## src/csf_regs.vh

```
// register addresses, bit positions, reset values and counts of the
// can status, event, filter and prescaler block; no logic here.
// Operation
// (RQ1) Receive-full flag sets on a new message, clears on release, sets on next store.
// (RQ2) Overrun sets when both buffers full and another message must store; cleared by command.
// (RQ3) On overrun the incoming message is dropped and no overload frame is sent.
// (RQ4) Own accepted transmission is stored or overruns, but no receive flag or event.
// (RQ5) Transmit-buffer-free low while a message waits or sends; writes then silently dropped.
// (RQ6) Transmit-done clears on transmit request and sets only on its successful finish.
// (RQ7) Abort releases the transmit buffer; unsent aborted message leaves transmit-done low.
// (RQ8) Receive-active and transmit-active report activity; both low means bus idle.
// (RQ9) Error-warning flag follows whether either error counter reached the warning limit.
// (RQ10) Bus-off forces hold-in-init; after release wait 128 bus-free, then clear and reset counters.
// (RQ11) Interrupt line high while any event bit set; reading event register clears all.
// (RQ12) Receive event sets with the receive-full flag when enabled.
// (RQ13) Transmit event sets on transmit-buffer-free rising when enabled.
// (RQ14) Error event sets on any change of error-warning or bus-off when enabled.
// (RQ15) Overrun event sets together with the overrun flag when enabled.
// (RQ16) Wake event sets on leaving sleep; event bits 5 to 7 reserved.
// (RQ17) Filter and prescale registers readable and writable only while hold-in-init high.
// (RQ18) Accepted message bytes stored in order; flags only after correct complete reception.
// (RQ19) Accept when identifier bits 10..3 match code where mask bit low.
// (RQ20) Time quantum is two clocks times prescale value plus one.
// (RQ21) Resynchronisation jump limited to jump-width field plus one quanta.
// (RQ22) Hold-in-init aborts transfers and holds reset state until it falls.
// (RQ23) CPU must release the receive buffer after reading it.
// (RQ24) An event arriving during the event register read stays set.
`ifndef CSF_REGS_VH
`define CSF_REGS_VH
// register addresses on the byte port
`define CSF_A_CTRL      5'h00
`define CSF_A_CMD       5'h01
`define CSF_A_STAT      5'h02
`define CSF_A_EVT       5'h03
`define CSF_A_MATCH     5'h04
`define CSF_A_MASK      5'h05
`define CSF_A_BTIME     5'h06
`define CSF_A_TXBUF     5'h0a
`define CSF_A_RXBUF     5'h14
`define CSF_MSG_BYTES   5'h0a
// control bits
`define CSF_C_HOLD      0
`define CSF_C_RXIE      1
`define CSF_C_TXIE      2
`define CSF_C_ERRIE     3
`define CSF_C_OVRIE     4
`define CSF_C_REFOUT    5
`define CSF_C_SYNC2     6
`define CSF_CTRL_RST    8'ha1
// command bits
`define CSF_K_TXREQ     0
`define CSF_K_ABORT     1
`define CSF_K_RELEASE   2
`define CSF_K_CLROVR    3
`define CSF_K_SLEEP     4
`define CSF_K_WAKEMODE  5
`define CSF_K_RX1A      6
`define CSF_K_RX0A      7
// event bits
`define CSF_E_RX        0
`define CSF_E_TX        1
`define CSF_E_ERR       2
`define CSF_E_OVR       3
`define CSF_E_WAKE      4
// bit timing fields
`define CSF_BRP_HI      5
`define CSF_SJW_LO      6
`define CSF_READ_IDLE   8'hff
`define CSF_BUSOFF_FREE 8'd128
`endif

```

## src/csf_ctrl.v

```verilog
// status, event flags, acceptance filter, receive buffers and prescaler
// of a can controller. assumes a protocol engine that reports frame
// progress as pulses and a cpu on the byte-wide register port.
`timescale 1ns/10ps
`include "csf_regs.vh"
module csf_ctrl #(
  parameter FIFO_DEPTH = 8,
  parameter FIFO_AW    = 3
) (
  input  wire        clk_sys,
  input  wire        sys_rst,
  input  wire [4:0]  cpu_addr,
  input  wire [7:0]  cpu_wdata,
  input  wire        cpu_wr,
  input  wire        cpu_rd,
  output reg  [7:0]  cpu_rdata,
  output reg         can_irq_line,
  input  wire        rx_start,
  input  wire        rx_id_valid,
  input  wire [10:0] rx_id,
  input  wire        rx_byte_valid,
  output wire        rx_byte_ready,
  input  wire        rx_byte_first,
  input  wire [7:0]  rx_byte,
  input  wire        rx_ok,
  input  wire        rx_err,
  input  wire        rx_own,
  input  wire        tx_start,
  input  wire        tx_ok,
  input  wire        tx_fail,
  input  wire [3:0]  tx_buf_addr,
  output reg  [7:0]  tx_buf_data,
  output reg         tx_pending,
  input  wire        err_warn_in,
  input  wire        bus_off_in,
  input  wire        bus_free,
  input  wire        bus_activity,
  output reg         err_cnt_reset,
  output reg         proto_hold,
  output reg         tq_tick,
  input  wire        resync_req,
  input  wire [3:0]  resync_phase,
  output reg  [3:0]  resync_jump
);
  reg  [7:0] ctrl;
  reg  [7:0] filter_match;
  reg  [7:0] filter_mask;
  reg  [7:0] bit_timing_prescale;
  reg  [7:0] event_flags;
  reg        rx_buffer_full;
  reg        overrun;
  reg        tx_buffer_free;
  reg        tx_done_flag;
  reg        rx_active;
  reg        tx_active;
  reg        error_warn_flag;
  reg        bus_off_flag;
  reg        sleep_req;
  reg        sleeping;
  reg        wake_mode;
  reg  [1:0] rx_sel;
  reg  [1:0] buf_count;
  reg        cpu_buf;
  reg        rx_keep;
  reg        commit_pend;
  reg        commit_own;
  reg  [3:0] wr_idx;
  reg  [7:0] free_count;
  reg  [6:0] tq_count;
  reg  [7:0] tx_mem [0:9];
  reg  [7:0] rx_mem [0:19];
  reg  [7:0] rd_val;
  reg  [7:0] ev_set;

  wire       hold_in_init = ctrl[`CSF_C_HOLD];
  wire       rx_irq_en = ctrl[`CSF_C_RXIE];
  wire       tx_irq_en = ctrl[`CSF_C_TXIE];
  wire       err_irq_en = ctrl[`CSF_C_ERRIE];
  wire       overrun_irq_en = ctrl[`CSF_C_OVRIE];
  wire [5:0] bit_clock_divider = bit_timing_prescale[`CSF_BRP_HI:0];
  wire [1:0] resync_jump_limit = bit_timing_prescale[7:`CSF_SJW_LO];
  wire [7:0] filter_match_bits = filter_match;
  wire [7:0] filter_dontcare_bits = filter_mask;
  wire [7:0] ctrl_state_reg = {bus_off_flag, error_warn_flag, tx_active,
                               rx_active, tx_done_flag, tx_buffer_free,
                               overrun, rx_buffer_full};

  // cpu strobes per register
  wire wr_ctrl = cpu_wr & (cpu_addr == `CSF_A_CTRL);
  wire wr_cmd  = cpu_wr & (cpu_addr == `CSF_A_CMD);
  wire rd_evt  = cpu_rd & (cpu_addr == `CSF_A_EVT);
  wire cmd_tr  = wr_cmd & cpu_wdata[`CSF_K_TXREQ];
  wire cmd_at  = wr_cmd & cpu_wdata[`CSF_K_ABORT];
  wire cmd_rel = wr_cmd & cpu_wdata[`CSF_K_RELEASE];
  wire cmd_cos = wr_cmd & cpu_wdata[`CSF_K_CLROVR];
  wire in_txbuf = (cpu_addr >= `CSF_A_TXBUF) & (cpu_addr < `CSF_A_RXBUF);
  wire in_rxbuf = (cpu_addr >= `CSF_A_RXBUF) &
                  (cpu_addr < `CSF_A_RXBUF + `CSF_MSG_BYTES);
  wire [4:0] tx_off = cpu_addr - `CSF_A_TXBUF;
  wire [4:0] rx_off = cpu_addr - `CSF_A_RXBUF;

  // buffer address inside the two-message receive store
  function [4:0] buf_addr;
    input       sel;
    input [3:0] idx;
    begin
      buf_addr = {1'b0, idx} + (sel ? `CSF_MSG_BYTES : 5'h00);
    end
  endfunction

  // jump clipped to limit, both in quanta
  function [3:0] clip;
    input [3:0] want;
    input [3:0] lim;
    begin
      clip = (want > lim) ? lim : want;
    end
  endfunction

  // identifier top bits against code where the mask bit is low; set mask bits are don't-care
  wire accept = ((rx_id[10:3] ^ filter_match_bits) &
                 ~filter_dontcare_bits) == 8'h00; // RQ19

  // overrun or free buffer decided when the identifier is valid
  wire id_hit = rx_id_valid & accept & ~hold_in_init;
  wire ovr_set = id_hit & (buf_count == 2'd2); // RQ2 RQ4
  wire store_go = id_hit & (buf_count != 2'd2);

  // receive bytes pass a fifo; bytes of a dropped message never enter
  wire       f_out_valid;
  wire [8:0] f_out_data;
  wire       cpu_rx_read = cpu_rd & in_rxbuf;
  wire       f_out_ready = ~cpu_rx_read; // rx store has one port
  wire       drain = f_out_valid & f_out_ready;
  wire [3:0] wr_pos = f_out_data[8] ? 4'h0 : wr_idx;
  wire       wr_buf = cpu_buf ^ (buf_count != 2'd0);
  wire       commit = commit_pend & ~f_out_valid & ~hold_in_init;

  csf_fifo #(
    .WIDTH (9),
    .DEPTH (FIFO_DEPTH),
    .AW    (FIFO_AW)
  ) u_fifo (
    .clk_sys   (clk_sys),
    .sys_rst   (sys_rst),
    .in_valid  (rx_byte_valid & rx_keep),
    .in_ready  (rx_byte_ready),
    .in_data   ({rx_byte_first, rx_byte}),
    .out_valid (f_out_valid),
    .out_ready (f_out_ready),
    .out_data  (f_out_data)
  );

  // stored bytes go to the cpu buffer when no message is held, else to the other one, in order
  always @(posedge clk_sys)
  begin
    if (drain & (wr_pos < `CSF_MSG_BYTES))
      rx_mem[buf_addr(wr_buf, wr_pos)] <= f_out_data[7:0]; // RQ18
    if (cpu_wr & in_txbuf & tx_buffer_free & ~hold_in_init)
      tx_mem[tx_off[3:0]] <= cpu_wdata; // RQ5
  end

  // error event on any edge of warning or bus-off; others from causes
  wire next_tbs_rise;
  reg  tbs_prev;
  reg  es_prev;
  reg  bs_prev;
  assign next_tbs_rise = tx_buffer_free & ~tbs_prev;
  always @*
  begin
    ev_set = 8'h00;
    ev_set[`CSF_E_RX] = commit & ~commit_own & rx_irq_en; // RQ12 RQ4
    ev_set[`CSF_E_TX] = next_tbs_rise & tx_irq_en; // RQ13
    ev_set[`CSF_E_ERR] = ((error_warn_flag ^ es_prev) |
                          (bus_off_flag ^ bs_prev)) & err_irq_en; // RQ14
    ev_set[`CSF_E_OVR] = ovr_set & overrun_irq_en; // RQ15
    ev_set[`CSF_E_WAKE] = sleeping & (~sleep_req | bus_activity); // RQ16
  end

  // register read mux; closed registers and holes read as ones
  always @*
  begin
    rd_val = `CSF_READ_IDLE;
    case (cpu_addr)
      `CSF_A_CTRL:  rd_val = ctrl | 8'h80;
      `CSF_A_CMD:   rd_val = {ctrl_cmd_hi(rx_sel, wake_mode, sleeping), 4'hf};
      `CSF_A_STAT:  rd_val = ctrl_state_reg;
      `CSF_A_EVT:   rd_val = event_flags;
      `CSF_A_MATCH: if (hold_in_init) rd_val = filter_match; // RQ17
      `CSF_A_MASK:  if (hold_in_init) rd_val = filter_mask; // RQ17
      `CSF_A_BTIME: if (hold_in_init) rd_val = bit_timing_prescale;
      default:
      begin
        if (in_txbuf)
          rd_val = tx_mem[tx_off[3:0]];
        else if (in_rxbuf)
          rd_val = rx_mem[buf_addr(cpu_buf, rx_off[3:0])];
      end
    endcase
  end

  // upper command bits read back the switch and sleep state
  function [3:0] ctrl_cmd_hi;
    input [1:0] sel;
    input       wm;
    input       slp;
    begin
      ctrl_cmd_hi = {sel[0], sel[1], wm, slp};
    end
  endfunction

  // cpu port, config registers and event flags
  always @(posedge clk_sys or posedge sys_rst)
  begin
    if (sys_rst)
    begin
      cpu_rdata           <= 8'h00;
      ctrl                <= `CSF_CTRL_RST;
      filter_match        <= 8'h00;
      filter_mask         <= 8'h00;
      bit_timing_prescale <= 8'h00;
      event_flags         <= 8'h00;
      can_irq_line        <= 1'b0;
      rx_sel              <= 2'b11;
      wake_mode           <= 1'b0;
      tbs_prev            <= 1'b1;
      es_prev             <= 1'b0;
      bs_prev             <= 1'b0;
    end
    else
    begin
      if (cpu_rd)
        cpu_rdata <= rd_val;
      tbs_prev <= tx_buffer_free;
      es_prev  <= error_warn_flag;
      bs_prev  <= bus_off_flag;
      // set wins over the read clear so no event is lost
      event_flags <= ((rd_evt ? 8'h00 : event_flags) | ev_set) &
                     (hold_in_init ? 8'h14 : 8'h1f); // RQ11 RQ24 RQ16
      can_irq_line <= |ev_set |
                      (~rd_evt & |(event_flags &
                       (hold_in_init ? 8'h14 : 8'h1f))); // RQ11
      if (wr_cmd)
      begin
        wake_mode <= cpu_wdata[`CSF_K_WAKEMODE];
        rx_sel    <= {cpu_wdata[`CSF_K_RX0A], cpu_wdata[`CSF_K_RX1A]};
      end
      // bus-off entry forces hold regardless of a cpu write
      if (bus_off_in & ~bus_off_flag)
        ctrl[`CSF_C_HOLD] <= 1'b1; // RQ10
      else if (wr_ctrl)
        ctrl[`CSF_C_HOLD] <= cpu_wdata[`CSF_C_HOLD];
      if (wr_ctrl)
      begin
        ctrl[`CSF_C_OVRIE:`CSF_C_RXIE] <= cpu_wdata[4:1];
        if (hold_in_init)
          ctrl[`CSF_C_SYNC2:`CSF_C_REFOUT] <= cpu_wdata[6:5];
      end
      if (cpu_wr & hold_in_init)
      begin
        if (cpu_addr == `CSF_A_MATCH)
          filter_match <= cpu_wdata; // RQ17
        if (cpu_addr == `CSF_A_MASK)
          filter_mask <= cpu_wdata; // RQ17
        if (cpu_addr == `CSF_A_BTIME)
          bit_timing_prescale <= cpu_wdata; // RQ17
      end
    end
  end

  // transmit side: request, abort, completion, activity
  always @(posedge clk_sys or posedge sys_rst)
  begin
    if (sys_rst)
    begin
      tx_buffer_free <= 1'b1;
      tx_done_flag   <= 1'b1;
      tx_pending     <= 1'b0;
      tx_active      <= 1'b0;
      tx_buf_data    <= 8'h00;
    end
    else
    begin
      tx_buf_data <= (tx_buf_addr < `CSF_MSG_BYTES) ?
                     tx_mem[tx_buf_addr] : 8'h00;
      if (hold_in_init)
      begin
        tx_buffer_free <= 1'b1; // RQ22
        tx_done_flag   <= 1'b1;
        tx_pending     <= 1'b0;
        tx_active      <= 1'b0;
      end
      else if (tx_ok)
      begin
        tx_buffer_free <= 1'b1;
        tx_done_flag   <= 1'b1; // RQ6
        tx_pending     <= 1'b0;
        tx_active      <= 1'b0; // RQ8
      end
      else
      begin
        if (cmd_at & tx_pending & ~tx_active & ~tx_start)
        begin
          tx_buffer_free <= 1'b1; // RQ7
          tx_pending     <= 1'b0;
        end
        else if (cmd_tr & tx_buffer_free)
        begin
          tx_buffer_free <= 1'b0; // RQ5
          tx_done_flag   <= 1'b0; // RQ6
          tx_pending     <= 1'b1;
        end
        if (tx_start & tx_pending)
          tx_active <= 1'b1; // RQ8
        else if (tx_fail)
          tx_active <= 1'b0;
      end
    end
  end

  // receive side: filter, overrun, buffer queue and flags
  always @(posedge clk_sys or posedge sys_rst)
  begin
    if (sys_rst)
    begin
      rx_active      <= 1'b0;
      rx_keep        <= 1'b0;
      commit_pend    <= 1'b0;
      commit_own     <= 1'b0;
      buf_count      <= 2'd0;
      cpu_buf        <= 1'b0;
      rx_buffer_full <= 1'b0;
      overrun        <= 1'b0;
      wr_idx         <= 4'h0;
    end
    else if (hold_in_init)
    begin
      rx_active      <= 1'b0; // RQ22
      rx_keep        <= 1'b0;
      commit_pend    <= 1'b0;
      buf_count      <= 2'd0;
      rx_buffer_full <= 1'b0;
      overrun        <= 1'b0;
    end
    else
    begin
      if (drain)
        wr_idx <= wr_pos + 4'h1;
      if (rx_start)
        rx_active <= 1'b1; // RQ8
      else if (rx_ok | rx_err)
        rx_active <= 1'b0;
      // a dropped message never reaches the buffer; no overload frame
      if (store_go)
        rx_keep <= 1'b1;
      else if (ovr_set | rx_ok | rx_err)
        rx_keep <= 1'b0; // RQ3
      if (rx_ok & rx_keep)
      begin
        commit_pend <= 1'b1; // RQ18
        commit_own  <= rx_own;
      end
      else if (commit)
        commit_pend <= 1'b0;
      if (ovr_set)
        overrun <= 1'b1; // RQ2
      else if (cmd_cos)
        overrun <= 1'b0;
      if (cmd_rel & (buf_count != 2'd0))
        cpu_buf <= ~cpu_buf;
      buf_count <= buf_count + {1'b0, commit} -
                   {1'b0, cmd_rel & (buf_count != 2'd0)};
      // new store beats a release in the same cycle
      if (commit & ~commit_own)
        rx_buffer_full <= 1'b1; // RQ1 RQ4
      else if (cmd_rel)
        rx_buffer_full <= 1'b0; // RQ1 RQ23
    end
  end

  // error state, bus-off recovery and sleep
  always @(posedge clk_sys or posedge sys_rst)
  begin
    if (sys_rst)
    begin
      error_warn_flag <= 1'b0;
      bus_off_flag    <= 1'b0;
      free_count      <= 8'h00;
      err_cnt_reset   <= 1'b0;
      sleep_req       <= 1'b0;
      sleeping        <= 1'b0;
      proto_hold      <= 1'b1;
    end
    else
    begin
      proto_hold    <= hold_in_init; // RQ22
      err_cnt_reset <= 1'b0;
      if (bus_off_in)
        bus_off_flag <= 1'b1; // RQ10
      // counters clear only after the full wait of free periods
      if (bus_off_flag & ~hold_in_init & bus_free)
      begin
        if (free_count == `CSF_BUSOFF_FREE - 8'd1)
        begin
          free_count      <= 8'h00;
          bus_off_flag    <= 1'b0; // RQ10
          err_cnt_reset   <= 1'b1;
        end
        else
          free_count <= free_count + 8'd1;
      end
      else if (hold_in_init)
        free_count <= 8'h00;
      if (err_cnt_reset)
        error_warn_flag <= 1'b0;
      else
        error_warn_flag <= err_warn_in; // RQ9
      // bus activity wakes and cancels the sleep request
      if (hold_in_init | (sleeping & bus_activity))
        sleep_req <= 1'b0;
      else if (wr_cmd)
        sleep_req <= cpu_wdata[`CSF_K_SLEEP];
      if (sleeping)
        sleeping <= sleep_req & ~bus_activity; // RQ16
      else
        sleeping <= sleep_req & ~can_irq_line & ~rx_active &
                    ~tx_active & ~hold_in_init;
    end
  end

  // time quantum every 2*(prescale+1) clocks; restarts in hold
  always @(posedge clk_sys or posedge sys_rst)
  begin
    if (sys_rst)
    begin
      tq_count    <= 7'h00;
      tq_tick     <= 1'b0;
      resync_jump <= 4'h0;
    end
    else
    begin
      tq_tick <= 1'b0;
      if (hold_in_init)
        tq_count <= 7'h00;
      else if (tq_count >= {bit_clock_divider, 1'b1})
      begin
        tq_count <= 7'h00;
        tq_tick  <= 1'b1; // RQ20
      end
      else
        tq_count <= tq_count + 7'h01;
      if (resync_req & ~hold_in_init)
        resync_jump <= clip(resync_phase,
                            {2'b00, resync_jump_limit} + 4'h1); // RQ21
      else
        resync_jump <= 4'h0;
    end
  end
endmodule

```

## src/csf_fifo.v

```verilog
// parameterised first-in first-out buffer with valid/ready on both sides.
// assumes one clock and an asynchronous active-high reset.
`timescale 1ns/10ps
module csf_fifo #(
  parameter WIDTH = 9,
  parameter DEPTH = 8,
  parameter AW    = 3
) (
  input  wire             clk_sys,
  input  wire             sys_rst,
  input  wire             in_valid,
  output reg              in_ready,
  input  wire [WIDTH-1:0] in_data,
  output reg              out_valid,
  input  wire             out_ready,
  output wire [WIDTH-1:0] out_data
);
  reg [WIDTH-1:0] mem [0:DEPTH-1];
  reg [AW-1:0]    wr_ptr;
  reg [AW-1:0]    rd_ptr;
  reg [AW:0]      fill;
  wire            push = in_valid & in_ready;
  wire            pop  = out_valid & out_ready;
  wire [AW:0]     next_fill = fill + {{AW{1'b0}}, push} - {{AW{1'b0}}, pop};

  assign out_data = mem[rd_ptr];

  // storage has no reset; only pointers, fill count and flags need one
  always @(posedge clk_sys)
  begin
    if (push)
      mem[wr_ptr] <= in_data;
  end

  // full and empty kept as flops so both ready and valid are clean
  always @(posedge clk_sys or posedge sys_rst)
  begin
    if (sys_rst)
    begin
      wr_ptr    <= {AW{1'b0}};
      rd_ptr    <= {AW{1'b0}};
      fill      <= {(AW+1){1'b0}};
      in_ready  <= 1'b1;
      out_valid <= 1'b0;
    end
    else
    begin
      if (push)
        wr_ptr <= (wr_ptr == DEPTH - 1) ? {AW{1'b0}} : wr_ptr + 1'b1;
      if (pop)
        rd_ptr <= (rd_ptr == DEPTH - 1) ? {AW{1'b0}} : rd_ptr + 1'b1;
      fill      <= next_fill;
      in_ready  <= (next_fill != DEPTH);
      out_valid <= (next_fill != {(AW+1){1'b0}});
    end
  end
endmodule

```

## config.mk

```make
export PLATFORM = sky130hd
export DESIGN_NAME = csf_ctrl
export DESIGN_NICKNAME = d
export VERILOG_FILES = /design/src/csf_ctrl.v /design/src/csf_fifo.v
export VERILOG_INCLUDE_DIRS = /design/src
export SDC_FILE = /design/constraint.sdc
export NUM_CORES = 1
export LEC_CHECK = 0
export BUFFER_PORTS_ARGS = -buffer_cell sky130_fd_sc_hd__buf_2
export CAP_MARGIN = 15
export CORE_ASPECT_RATIO = 1.75
export CORE_MARGIN = 2
export CORE_UTILIZATION = 65
export DETAILED_ROUTE_END_ITERATION = 10
export GPL_TIMING_DRIVEN = 0
export PLACE_DENSITY_LB_ADDON = 0.3
export SKIP_LAST_GASP = 1
export SLEW_MARGIN = 20
export SYNTH_ARGS = -nofsm -noshare
export SYNTH_HDL_FRONTEND = slang
export SYNTH_SLANG_ARGS = --single-unit
export TNS_END_PERCENT = 100
```

## constraint.sdc

```tcl
create_clock -name clk_sys -period 9.5 [get_ports clk_sys]
set_input_delay 0.95 -clock clk_sys [delete_from_list [all_inputs] [get_ports clk_sys]]
set_output_delay 0.95 -clock clk_sys [all_outputs]
set_load 0.005 [all_outputs]
```

# Word level (Yosys, flattened, before mapping)
# Memories as Yosys holds them, arrays and structs flattened.
# Index checks and enable logic that the tools add are counted.
# op_classes
n_addsub	14
n_lt_le_gt_ge	8
n_eq_ne	13
n_mux	71
bitwise_logic	79
n_reduce_logical	25
# ops
operator	count
2-to-1 mux 8 bit	10
case mux 8 bit (7 select lines)	1
AND 1 bit	49
2-to-1 mux 1 bit	49
2-to-1 mux 4 bit	6
nonzero test 3 bit	6
AND 8 bit	2
AND reduction 2 bit	8
equality test 5 x 3 -> 1 bit, second input constant	3
2-to-1 mux 7 bit	2
inverter 1 bit	14
nonzero test 4 bit	3
adder 4 x 4 -> 5 bit	2
equality test 5 x 2 -> 1 bit, second input constant	2
< comparator 5 bit, second input constant	2
adder 8 x 1 -> 8 bit, second input constant	1
AND 8 x 5 -> 8 bit	1
equality test 8 x 7 -> 1 bit, second input constant	1
logical NOT 8 bit	1
< comparator 4 bit, second input constant	2
inverter 8 bit	1
bitwise OR 8 x 5 -> 8 bit	1
nonzero test 2 bit	4
OR reduction 8 bit	1
other kinds (27)	38
# word_totals
register_bits	117
mem_bits_rw	312
inputBits	59
output_inout_bits	26
wordCells	256
memories	3
# mem_list
memory	words	word_bits	rd	rd_ports_with_merged_regs	wr	line_no	rtl
rx_mem	20	8	1	0	1	csf_ctrl.v:71	reg [7:0] rx_mem [0:19];
tx_mem	10	8	2	0	1	csf_ctrl.v:70	reg [7:0] tx_mem [0:9];
u_fifo.mem	8	9	1	0	1	csf_fifo.v:18	reg [WIDTH-1:0] mem [0:DEPTH-1];

# Depth between registers and ports, before layout
# Gate-level depths: netlist of run 1.
# depth
depth_word	11
depth_mapped	15
depth_no_buf	13

# By module
# From an unflattened synthesis of run 1, not the netlist that was laid out.
# unflattened
hier_cells	1211
area_unflattened_um2	18890.6
# by_module_without_submodules
mod	instances	cells_per_inst	area_each_um2	seq_area_each_um2
csf_ctrl	1	1044	15461.1	9769.4
csf_fifo	1	167	3429.5	2463.6

# Least setup slack after synthesis of run 1
# OpenSTA, ideal clock, no wires.
# synth_path
kind	input to register
from	input port cpu_addr[1]
to	memory rx_mem[11][0], enable pin
setup_ns	0.395
arrival_time_ns	3.505
required_ns	9.105
path_slack_ns	5.601
path_stages	10
path_cell_list	buf_2 buf_2 inv_1 ha_1 nor2b_1 o311ai_0 nand2_1 inv_1 nand4b_1 nor4_1
# synth_between
elab_chain_cells	8
# synth_rtl
item	line_no	rtl
start, declared	csf_ctrl.v:12	input wire [4:0] cpu_addr,
greater-or-equal comparator 5 bit (no line) or < comparator 5 bit (tied branches)	-	
AND 1 bit (*)	csf_ctrl.v:97	wire in_rxbuf = (cpu_addr >= `CSF_A_RXBUF) &
AND 1 bit (*)	csf_ctrl.v:132	wire cpu_rx_read = cpu_rd & in_rxbuf;
inverter 1 bit (*)	csf_ctrl.v:133	wire f_out_ready = ~cpu_rx_read;
AND 1 bit (*)	csf_ctrl.v:134	wire drain = f_out_valid & f_out_ready;
net drain	csf_ctrl.v:134	
AND 1 bit (*)	csf_ctrl.v:157	if (drain & (wr_pos < `CSF_MSG_BYTES))
2-to-1 mux 1 bit (*)	csf_ctrl.v:157	
2-to-1 mux 1 bit (not written as such) (*)	csf_ctrl.v:158	rx_mem[buf_addr(wr_buf, wr_pos)] <= f_out_data[7:0];
end, declared	csf_ctrl.v:71	
# Mark *: on every way through the listed nets, which the timed path passes. The rest lies on a longest branch.

# Worst setup path after layout of run 1
# layout_path
from	input port cpu_addr[1]
to	register u_fifo.out_valid
# layout_between
elab_chain_cells	7
# layout_rtl
item	line_no	rtl
greater-or-equal comparator 5 bit (no line) or < comparator 5 bit (tied branches)	-	
AND 1 bit (*)	csf_ctrl.v:97	
AND 1 bit (*)	csf_ctrl.v:132	
inverter 1 bit (*)	csf_ctrl.v:133	
AND 1 bit (*)	-	
net drain	csf_ctrl.v:134	
subtractor 4 x 1 -> 4 bit (*)	csf_fifo.v:24	wire [AW:0] next_fill = fill + {{AW{1'b0}}, push} - {{AW{1'b0}}, pop};
net u_fifo.next_fill[1]	csf_fifo.v:24	
nonzero test 4 bit (*)	csf_fifo.v:54	out_valid <= (next_fill != {(AW+1){1'b0}});
end signal, assigned	csf_fifo.v:54	
end, declared	csf_fifo.v:14	output reg out_valid,
# Marks and branches as above.
# A chain may end at the register's enable or synchronous reset.

==> reports/results.ini, run 1 <==
[floorplan]
die_h_um=228
core_um2=28500
die_w_um=132
dieArea_um2=30200
num_io_pins=85
start_util=0.655
rows=82

[min_path]
hold_depth=0
hp-class=reg2reg

[clocking]
postCtsHoldBufs=0
clock_latency_ns=0.54
post_cts_buffers=0
cts_tree=yes
cts_buffers=38
cts_resized=0
htree_levels=2
cts_num_sinks=426
clk_pin_slew_ns=0.07
cts_buffer_depth=3
root_buffer=clkbuf_16

[timing]
finalSetupViolCount=0
period_minus_slack_ns=4.74
fin_crit_sh=0.499
fin_tns_setup_ns=0
max_slew_margin=0.286
clock_skew_ns=0.0184
worst_slew_pin_slew_ns=1.07
maxSlewViolCount=0
setup_slack_ns=4.76
rsz0062_at_grt=no
clock.fmax_mhz=211
hold_viol=0

[layout]
drive_above_1_share=0.227
post-route-util=0.733
final_cells=1762
n_fill_cell=1814
syn_to_final_growth_pct=11.9
num_antenna_cells=0
final_common_cell=edfxtp_1
layout.nets=1453
layout_common_cells=edfxtp_1 (312), nand2_1 (121), dfrtp_1 (105)

[setup_path]
worstPathRequired_ns=9.91
endpoint_kind=flip-flop
critPathKind=in2reg
arrival_ns=5.15
cp_max_fo=10
worstSetupStartpointType=input port
r2r_slack_ns=5.30
reg2reg_depth=8

[synthesis]
syn_inst=1232
async_flop_share=0.268
synth_top_area_frac=0.501
ys.flop_type=edfxtp_1
synth_area_leaders=edfxtp_1 (50%), dfrtp_1 (14%), mux4_2 (9.9%)
synth.net_count=1327
synth_seq_area_share=0.654
synth_area_um2=18700
syn-mean-instance-area_um2=15.2
synth_edf_count=312
synth_cell_types=73
ys_seq_elements=426
yosys.area.top_type=edfxtp_1
synth_warnings=0

[pwr]
p_leak_nw=7.75
powerDensity_nw_per_um2=235
ir_drop_mv=0.238

[routing]
wl_met3_um=2670
wl_per_cell_um=26.4
wl_um=46400
vias=11700
routed-wl-met2_um=25300
first_pass_iters=6
vias_per_cell=6.65
remaining_drc_errors=0
highest_layer=met4
m1WireLength_um=15100
drtIter0Drc=1112
ant_nets=0

[global_routing]
grt_usage=0.315
grt_pass1_vias=12300
antenna_found_initial=0
grt_start_max_net_pins=63
grt_pass1_wl_um=71000
grt_overflow_total=0

[placed_design]
place_congestion=0.973
place_ws_ns=4.16
place_hpwl_um=32500
port_buffers=78
placedCellCount=1696

[flow_run]
max_cap_viol_count=0

[outcome]
outcome=completed

-- flip-flops by register name, summed over array words and instances (netlist names), 2 cells and up --
signal                cells
resync_jump               4
u_fifo.mem               72
filter_dontcare_bits      8
filter_match              8
rx_sel                    2
bit_timing_prescale       8
rx_mem                  160
tx_mem                   80
u_fifo.fill               4
event_flags               5
tq_count                  7
u_fifo.wr_ptr             3
wr_idx                    4
cpu_rdata                 8
tx_buf_data               8
buf_count                 2
u_fifo.rd_ptr             3
free_count                8
ctrl                      7
-- through the flow --
| step | power [mW] | hold WS, ns | area [µm²] |
|---|---|---|---|
| final | 4.92 | 0.373 | 20900 |
| after CTS | 4.92 | 0.374 | 20900 |
| after floorplan | 3.06 | 0.352 | 18700 |
| after global placement | 3.36 | 0.354 | 19600 |
| after global routing | 5.09 | 0.386 | 20900 |
| after detailed placement | 3.41 | 0.359 | 19700 |
-- worst max-delay path, cell delays in order --
cell,delay [ns]
buf_2,0.13
buf_2,0.34
buf_2,0.38
inv_1,0.22
ha_1,0.23
nor2b_1,0.12
o311ai_0,0.63
nand2_1,0.39
inv_1,0.33
ha_1,0.28
inv_1,0.06
ha_1,0.19
fa_1,0.45
nor3_1,0.32
nand2b_1,0.13
-- cells by family after synthesis --
family          Yosys count  synth area share
other cells               1          0.000201
xor+xnor                 27            0.0127
fa+ha+maj                36            0.0245
compound gates          160            0.0560
mux                     156             0.149
buf+inv                  96            0.0210
simple gates            330            0.0823
flops                   426             0.654
-- layout make-up --
type | count | area (µm²) | share of cell area
Multi-Input combinational cell | 710 | 6150 | 0.294
Timing Repair Buffer | 86 | 463 | 0.0221
Buffer | 49 | 215 | 0.0103
Sequential cell | 426 | 12200 | 0.585
Clock inverter | 22 | 214 | 0.0102
Tap cell | 378 | 473 | 0.0226
Clock buffer | 44 | 995 | 0.0475
Inverter | 47 | 181 | 0.00867
-- report_power, final --
group | switching [mW] | leakage [nW] | internal, mW | total [mW]
sequential | 0.0824 | 4.24 | 2.34 | 2.42
clock | 0.662 | 0.586 | 0.860 | 1.52
combinational | 0.635 | 2.93 | 0.342 | 0.977
total | 1.38 | 7.75 | 3.54 | 4.92
-- routing by layer --
layer	track usage	vias to the layer above
met1	0.340	5932
met3	0.0452	200
met2	0.578	591
met4	0.195	0
met5	0	-
li1	-	4994
-- path summary, 6_finish.rpt --
| path | startpoint | endpoint |
|---|---|---|
| setup / recovery | cpu_addr[1] | u_fifo.out_valid |
| hold / removal | bus_off_flag | bs_prev |
| setup reg to reg | u_fifo.rd_ptr[1] | rx_mem[7][5] |
| hold reg to reg | bus_off_flag | bs_prev |
| max in group asynchronous | sys_rst | tx_buffer_free |
| min in group asynchronous | sys_rst | cpu_rdata[0] |
-- cells in the mapped netlist (all sizes together) (3+ instances only) --
cell type / instances
inv: 47
nand4: 3
nor4: 8
ha: 35
a221oi: 9
nor2b: 8
dfrtp: 105
and3: 7
o2111ai: 5
nand3: 43
nand2b: 16
buf: 24
a211oi: 6
a32o: 4
mux4: 90
o32ai: 4
a31oi: 3
mux2: 44
a311oi: 3
or2: 4
xnor2: 16
nor3: 20
and2: 3
o21ai: 49
nand2: 122
a32oi: 3
clkbuf: 25
o221ai: 5
mux2i: 22
xor2: 11
a21o: 7
a21oi: 35
nand3b: 6
dfstp: 9
o22ai: 6
nor2: 78
edfxtp: 312
(Power assumes the default switching activity.)
==> run 2: changes to the inputs <==
--- a/config.mk
+++ b/config.mk
@@ -6,11 +6,12 @@
 export SDC_FILE = /design/constraint.sdc
 export NUM_CORES = 1
 export LEC_CHECK = 0
+export ABC_AREA = 1
 export BUFFER_PORTS_ARGS = -buffer_cell sky130_fd_sc_hd__buf_2
 export CAP_MARGIN = 15
 export CORE_ASPECT_RATIO = 1.75
 export CORE_MARGIN = 2
-export CORE_UTILIZATION = 65
+export CORE_UTILIZATION = 62
 export DETAILED_ROUTE_END_ITERATION = 10
 export GPL_TIMING_DRIVEN = 0
 export PLACE_DENSITY_LB_ADDON = 0.3
==> constraint.sdc (replaced) <==
create_clock -name clk_sys -period 4.36 [get_ports clk_sys]
set_input_delay 0.436 -clock clk_sys [delete_from_list [all_inputs] [get_ports clk_sys]]
set_output_delay 0.436 -clock clk_sys [all_outputs]
set_load 0.005 [all_outputs]
==> run 2 against run 1 <==
Compared with the run above:
- the run now ends with design-rule violations left
- die area grew 8.7%
- wire length grew 12%
- combinational power grew to 2.8 times the previous value
- sequential share of layout area shrank 2.2 points
- critical path depth shrank 2
- sequential cell count is the same
- non-clock buffer count grew 24
- critical endpoint is now rx_mem[13][5]
- synthesized cell count grew 61%
==> reports/results.ini, run 2 <==
[outcome]
outcome=finished with violations  ; was completed
violations=design-rule violations

[pwr]
ir_drop_mv=0.547  ; was 0.238 mV
powerDensity_nw_per_um2=526  ; was 235 nW/µm²
p_leak_nw=9.08  ; was 7.75 nW

[layout]
fin_area_um2=21700  ; was 20900 µm²
regMostFlops=rx_mem  ; unchanged
final_common_cell=nand2_1  ; was edfxtp_1
post-route-util=0.704  ; was 0.733
layout.nets=2208  ; was 1453
drive_above_1_share=0.0948  ; was 0.227
num_antenna_cells=0  ; unchanged
n_fill_cell=2247  ; was 1814
layout_common_cells=nand2_1 (488), edfxtp_1 (312), inv_1 (223)  ; was edfxtp_1 (312), nand2_1 (121), dfrtp_1 (105)
syn_to_final_growth_pct=11.9  ; about the same
largest_reg_flops=160  ; unchanged

[routing]
vias_per_cell=5.94  ; was 6.65
first_pass_iters=9  ; was 6
ant_nets=0  ; unchanged
vias=15000  ; was 11700
remaining_drc_errors=1  ; was 0
drtIter0Drc=1357  ; was 1112
wl_per_cell_um=20.6  ; was 26.4 µm
wl_um=52100  ; was 46400 µm

[setup_path]
cp_max_fo=10  ; unchanged
worstSetupStartpointType=flip-flop  ; was input port
crit_start=u_fifo.rd_ptr[0]  ; was cpu_addr[1]
arrival_ns=3.63  ; was 5.15 ns
r2r_start=u_fifo.rd_ptr[0]  ; was u_fifo.rd_ptr[1]
endpoint_kind=flip-flop  ; unchanged
critPathKind=reg2reg  ; was in2reg
worstPathRequired_ns=4.53  ; was 9.91 ns

[floorplan]
die_h_um=238  ; was 228 µm
start_util=0.630  ; was 0.655
rows=85  ; was 82
num_io_pins=85  ; unchanged
core_um2=30800  ; was 28500 µm²
die_w_um=138  ; was 132 µm
dieArea_um2=32800  ; was 30200 µm²

[global_routing]
antenna_found_initial=1  ; was 0
grt_pass1_vias=15000  ; was 12300
grt_usage=0.327  ; was 0.315
grt_overflow_total=0  ; unchanged
grt_pass1_wl_um=80200  ; was 71000 µm
grt_start_max_net_pins=72  ; was 63

[synthesis]
synth_cell_types=45  ; was 73
synthMuxAreaShare=0.000580  ; was 0.149
synth_area_um2=19400  ; was 18700 µm²
synth_edf_count=312  ; unchanged
async_flop_share=0.268  ; unchanged
syn_inst=1989  ; was 1232
synth.most_common_cell=nand2_1  ; was edfxtp_1
synthAdderAreaFrac=0.0236  ; was 0.0245
ys.flop_type=edfxtp_1  ; unchanged
synth_compound_area_frac=0.0871  ; was 0.0560
synth_top_family_by_area=simple AND/OR/NAND/NOR gates  ; was multiplexers
synth_seq_area_share=0.630  ; was 0.654
synthSimpleGateAreaFrac=0.188  ; was 0.0823
synth_warnings=0  ; unchanged
ys_seq_elements=426  ; unchanged
syn-mean-instance-area_um2=9.76  ; was 15.2 µm²
synth_area_leaders=edfxtp_1 (48%), dfrtp_1 (14%), nand2_1 (9.4%)  ; was edfxtp_1 (50%), dfrtp_1 (14%), mux4_2 (9.9%)
synth.net_count=2084  ; was 1327
yosys.area.top_type=edfxtp_1  ; unchanged
synth-xor-area-share=0.00947  ; was 0.0127
yosys-top-cells-count=nand2_1 (488), edfxtp_1 (312), inv_1 (224), nor2_1 (211), o21ai_0 (173)  ; was edfxtp_1 (312), nand2_1 (121), dfrtp_1 (105), mux4_2 (82), nor2_1 (78)
synth_top_area_frac=0.483  ; was 0.501

[timing]
hold_slack_ns=0.101  ; was 0.373 ns
hold_viol=0  ; unchanged
worst_slew_pin_slew_ns=0.981  ; was 1.07 ns
max_slew_margin=0.344  ; was 0.286
rsz0062_at_grt=no  ; unchanged
setup_slack_ns=0.895  ; was 4.76 ns
clock.fmax_mhz=289
fin_crit_sh=0.795
period_minus_slack_ns=3.46
finalSetupViolCount=0  ; unchanged
maxSlewViolCount=0  ; unchanged
clock_skew_ns=0.0166  ; was 0.0184 ns

[clocking]
cts_num_sinks=426  ; unchanged
cts_buffers=37  ; was 38
postCtsHoldBufs=1  ; was 0
clk_pin_slew_ns=0.07  ; about the same
cts_tree=yes  ; unchanged
root_buffer=clkbuf_16  ; unchanged
cts_buffer_depth=3  ; unchanged
htree_levels=2  ; unchanged
post_cts_buffers=0  ; unchanged
cts_resized=0  ; unchanged
clock_latency_ns=0.55  ; was 0.54 ns

[placed_design]
port_buffers=78  ; unchanged
place_congestion=0.973  ; about the same
placed_cell_area_um2=20500  ; was 19700 µm²
place_hpwl_um=37100  ; was 32500 µm
place_ws_ns=0.739  ; was 4.16 ns

[flow_run]
max_cap_viol_count=0  ; unchanged

[min_path]
worstHoldStart=err_warn_in  ; was bus_off_flag
hp-class=in2reg  ; was reg2reg

[run 2: changes by cell type in the layout (fill, tap and decap cells not counted), sizes merged, moves of 90 or more]
cell	change
nand2	+369
inv	+182
nor2	+138
o21ai	+124
nand3	+93
mux4	-90
[run 2: logic make-up after synthesis]
family | Yosys count
AOI/OAI and AO/OA | 307
other | 1
adders and majority gates | 36
muxes | 1
buffers and inverters | 305
DFF | 426
and+or+nand+nor | 892
xor gates and xnor gates | 21
[run 2: final cells by class]
cell class | count | area, µm² | area share
Buffer | 74 | 319 | 0.0147
Clock buffer | 47 | 1000 | 0.0461
Clock inverter | 21 | 231 | 0.0107
Inverter | 231 | 872 | 0.0401
Multi-Input combinational cell | 1258 | 6090 | 0.280
Sequential cell | 426 | 12200 | 0.563
Tap cell | 391 | 489 | 0.0225
Timing Repair Buffer | 85 | 484 | 0.0223
[run 2: worst paths after layout]
| kind | depth (start not counted) | slack (ns) | to |
|---|---|---|---|
| setup / recovery | 13 | 0.90 | rx_mem[13][5] |
| hold / removal | 3 | 0.10 | error_warn_flag |
| setup reg to reg | 13 | 0.90 | rx_mem[13][5] |
| hold reg to reg | 0 | 0.37 | proto_hold |
| max in group asynchronous | 4 | 3.15 | tx_done_flag |
| min in group asynchronous | 3 | 0.45 | u_fifo.fill[0] |
[run 2: power by group]
group | internal (mW) | switching (mW)
combinational | 0.722 | 1.99
sequential | 5.17 | 0.174
clock | 1.88 | 1.47
total | 7.78 | 3.64
[run 2: routing by layer]
layer	share of wire	up-vias	track usage
li1	-	6917	-
met5	0.00021	-	0
met4	0.057	2	0.174
met3	0.069	196	0.0427
met2	0.52	797	0.579
met1	0.35	7137	0.381
[run 2: worst max-delay path: stages (launching register included)]
cell     delay (ns)
dfrtp_1        0.36
buf_4          0.17
inv_2          0.04
buf_4          0.16
o21ai_0        0.19
nand2_1        0.09
nand2_1        0.07
nand2_2        0.11
nor2_1         0.20
ha_1           0.22
ha_1           0.17
xor2_1         0.29
nand4_1        0.27
nor2_1         0.74
[run 2: stage by stage]
step	power, mW	TNS [ns]	cells
floorplan	6.90	0	1989
global placement	7.79	-37.09	2458
detailed placement	8.06	0	2464
CTS	11.4	0	2533
global route	11.9	0	2533
finish	11.4	0	2533
==> run 3: changes to the inputs <==
==> constraint.sdc (replaced) <==
create_clock -name clk_sys -period 3.51 [get_ports clk_sys]
set_input_delay 0.351 -clock clk_sys [delete_from_list [all_inputs] [get_ports clk_sys]]
set_output_delay 0.351 -clock clk_sys [all_outputs]
set_load 0.005 [all_outputs]
==> run 3 against run 2 <==
Compared with the run above:
- the flow now finishes without violations
- power up 24%
- sequential power up 24%
- hold slack got worse by 0.084 ns
- register-to-register slack worse by 0.80 ns
- sequential share of layout area about the same
- combinational power up 25%
- worst setup slack got worse by 0.80 ns
- utilization about the same
- critical endpoint is now rx_mem[15][6]
- clock power grew 24%
- die area unchanged
- fmax rose by 1.5%
- non-clock buffer count stayed put
==> reports/results.ini, run 3 (synthesis gave the netlist of run 2 again) <==
[placed_design]
port_buffers=78  ; unchanged
place_hpwl_um=37100  ; unchanged
place_ws_ns=-0.0260  ; was 0.739 ns
place_congestion=0.973  ; unchanged

[layout]
regMostFlops=rx_mem  ; unchanged
multi_input_area_um2=6100  ; was 6090 µm²
drive_above_1_share=0.0962  ; was 0.0948
layout_common_cells=nand2_1 (488), edfxtp_1 (312), inv_1 (223)  ; unchanged
final_common_cell=nand2_1  ; unchanged
num_antenna_cells=0  ; unchanged
seq_area_um2=12200  ; unchanged
syn_to_final_growth_pct=11.9  ; about the same
largest_reg_flops=160  ; unchanged
layout.nets=2208  ; unchanged
n_fill_cell=2246  ; was 2247

[pwr]
power.internal_mw=9.66  ; was 7.78 mW
comb_power_share=0.238  ; about the same
pwr-share-clk=0.294  ; about the same
powerDensity_nw_per_um2=653  ; was 526 nW/µm²
power_switching_mw=4.53  ; was 3.64 mW
swShare=0.319  ; about the same
total_power_mw=14.2  ; was 11.4 mW
p_leak_nw=9.08  ; about the same
ir_drop_mv=0.680  ; was 0.547 mV
p_seq_frac=0.468  ; about the same

[timing]
worst_slew_pin_slew_ns=0.981  ; about the same
max_slew_margin=0.344  ; about the same
fin_crit_sh=0.972  ; was 0.795
maxSlewViolCount=0  ; unchanged
rsz0062_at_grt=yes  ; was no
finalSetupViolCount=0  ; unchanged
hold_viol=0  ; unchanged
period_minus_slack_ns=3.41  ; was 3.46 ns
clock_skew_ns=0.0165  ; was 0.0166 ns
setup_slack_ns=0.0971  ; was 0.895 ns
clock.fmax_mhz=293  ; was 289 MHz

[outcome]
outcome=completed  ; was finished with violations

[floorplan]
core_um2=30800  ; unchanged
dieArea_um2=32800  ; unchanged
rows=85  ; unchanged
die_w_um=138  ; unchanged
die_h_um=238  ; unchanged
start_util=0.630  ; unchanged
num_io_pins=85  ; unchanged

[flow_run]
max_cap_viol_count=0  ; unchanged

[clocking]
cts_buffers=37  ; unchanged
clock_latency_ns=0.55  ; about the same
htree_levels=2  ; unchanged
clk_pin_slew_ns=0.07  ; about the same
cts_num_sinks=426  ; unchanged
cts_tree=yes  ; unchanged
post_cts_buffers=0  ; unchanged
cts_buffer_depth=3  ; unchanged
root_buffer=clkbuf_16  ; unchanged

[global_routing]
grt_start_max_net_pins=72  ; unchanged
antenna_found_initial=1  ; unchanged
grt_overflow_total=0  ; unchanged
grt_pass1_vias=15000  ; unchanged
grt_usage=0.327  ; unchanged
grt_pass1_wl_um=80200  ; unchanged

[setup_path]
critPathKind=reg2reg  ; unchanged
worstPathRequired_ns=3.68  ; was 4.53 ns
worstSetupStartpointType=flip-flop  ; unchanged
endpoint_kind=flip-flop  ; unchanged
arrival_ns=3.59  ; was 3.63 ns
cp_max_fo=10  ; unchanged

[routing]
vias_per_cell=5.95  ; was 5.94
remaining_drc_errors=0  ; was 1
wl_per_cell_um=20.6  ; about the same
drtIter0Drc=1390  ; was 1357
vias=15100  ; was 15000
ant_nets=0  ; unchanged
first_pass_iters=8  ; was 9
wl_um=52100  ; about the same

[min_path]
hp-class=in2reg  ; unchanged

run 3: path summary, 6_finish.rpt:
path | from | end | slack [ns] | depth (start not counted)
min reg2reg | ctrl[0] | proto_hold | 0.37 | 0
min in group asynchronous | sys_rst | u_fifo.fill[0] | 0.36 | 3
max reg2reg | u_fifo.rd_ptr[0] | rx_mem[15][6] | 0.1 | 13
max in group asynchronous | sys_rst | tx_done_flag | 2.39 | 4
min | err_warn_in | error_warn_flag | 0.02 | 3
max | u_fifo.rd_ptr[0] | rx_mem[15][6] | 0.1 | 13
run 3: metal layers:
layer  share of wire  wire length, µm  vias to the layer above  global-route usage
met4           0.057             2980                        2               0.174
met3           0.068             3550                      200              0.0427
li1                -                -                     6920                   -
met1            0.35            18300                     7173               0.381
met2            0.52            27300                      778               0.579
met5         0.00021               11                        -                   0
run 3: area by class of cell:
cell class | count | share of cell area
buffer | 74 | 0.0147
clock buffer | 47 | 0.0461
tap | 391 | 0.0225
timing repair buffer | 85 | 0.0223
sequential | 426 | 0.563
multi-input combinational | 1258 | 0.281
clock inverter | 21 | 0.0107
inverter | 231 | 0.0401
run 3: power by group through the flow:
stage | Combinational (mW) | Sequential, mW | Clock [mW]
2_1_floorplan | 1.90 | 6.68 | 0
3_3_place_gp | 2.91 | 6.76 | 0
3_5_place_dp | 3.28 | 6.74 | 0
4_1_cts | 3.32 | 6.64 | 4.18
5_1_grt | 3.73 | 6.68 | 4.36
6_report | 3.38 | 6.64 | 4.17
run 3: per-stage QoR:
stage,cell area (µm²),hold WS [ns],cells,setup TNS (ns),util
after floorplan,19400,0.352,1989,0,-
after detailed placement,20500,0.360,2464,-0.203,0.664
after global routing,21700,0.0118,2533,-7.59,0.705
final,21700,0.0165,2533,0,0.705
after CTS,21700,0.00787,2533,0,0.704
after global placement,20300,0.355,2458,-125.34,0.658
run 3: timing repair:
item | CTS | global route
hold buffers | 1 | 0
setup endpoints to repair | 0 | 64
hold endpoints to repair | 40 | 0
gates resized for setup | 0 | 3
run 3: critical path, cell delays in order (launching register included):
cell     delay (ns)
dfrtp_1        0.36
buf_4          0.17
inv_2          0.04
buf_4          0.16
o21ai_0        0.19
nand2_1        0.09
nand2_1        0.07
nand2_2        0.11
nor2_1         0.20
ha_1           0.21
ha_1           0.17
xor2_1         0.28
nand4_1        0.30
nor2_1         0.68
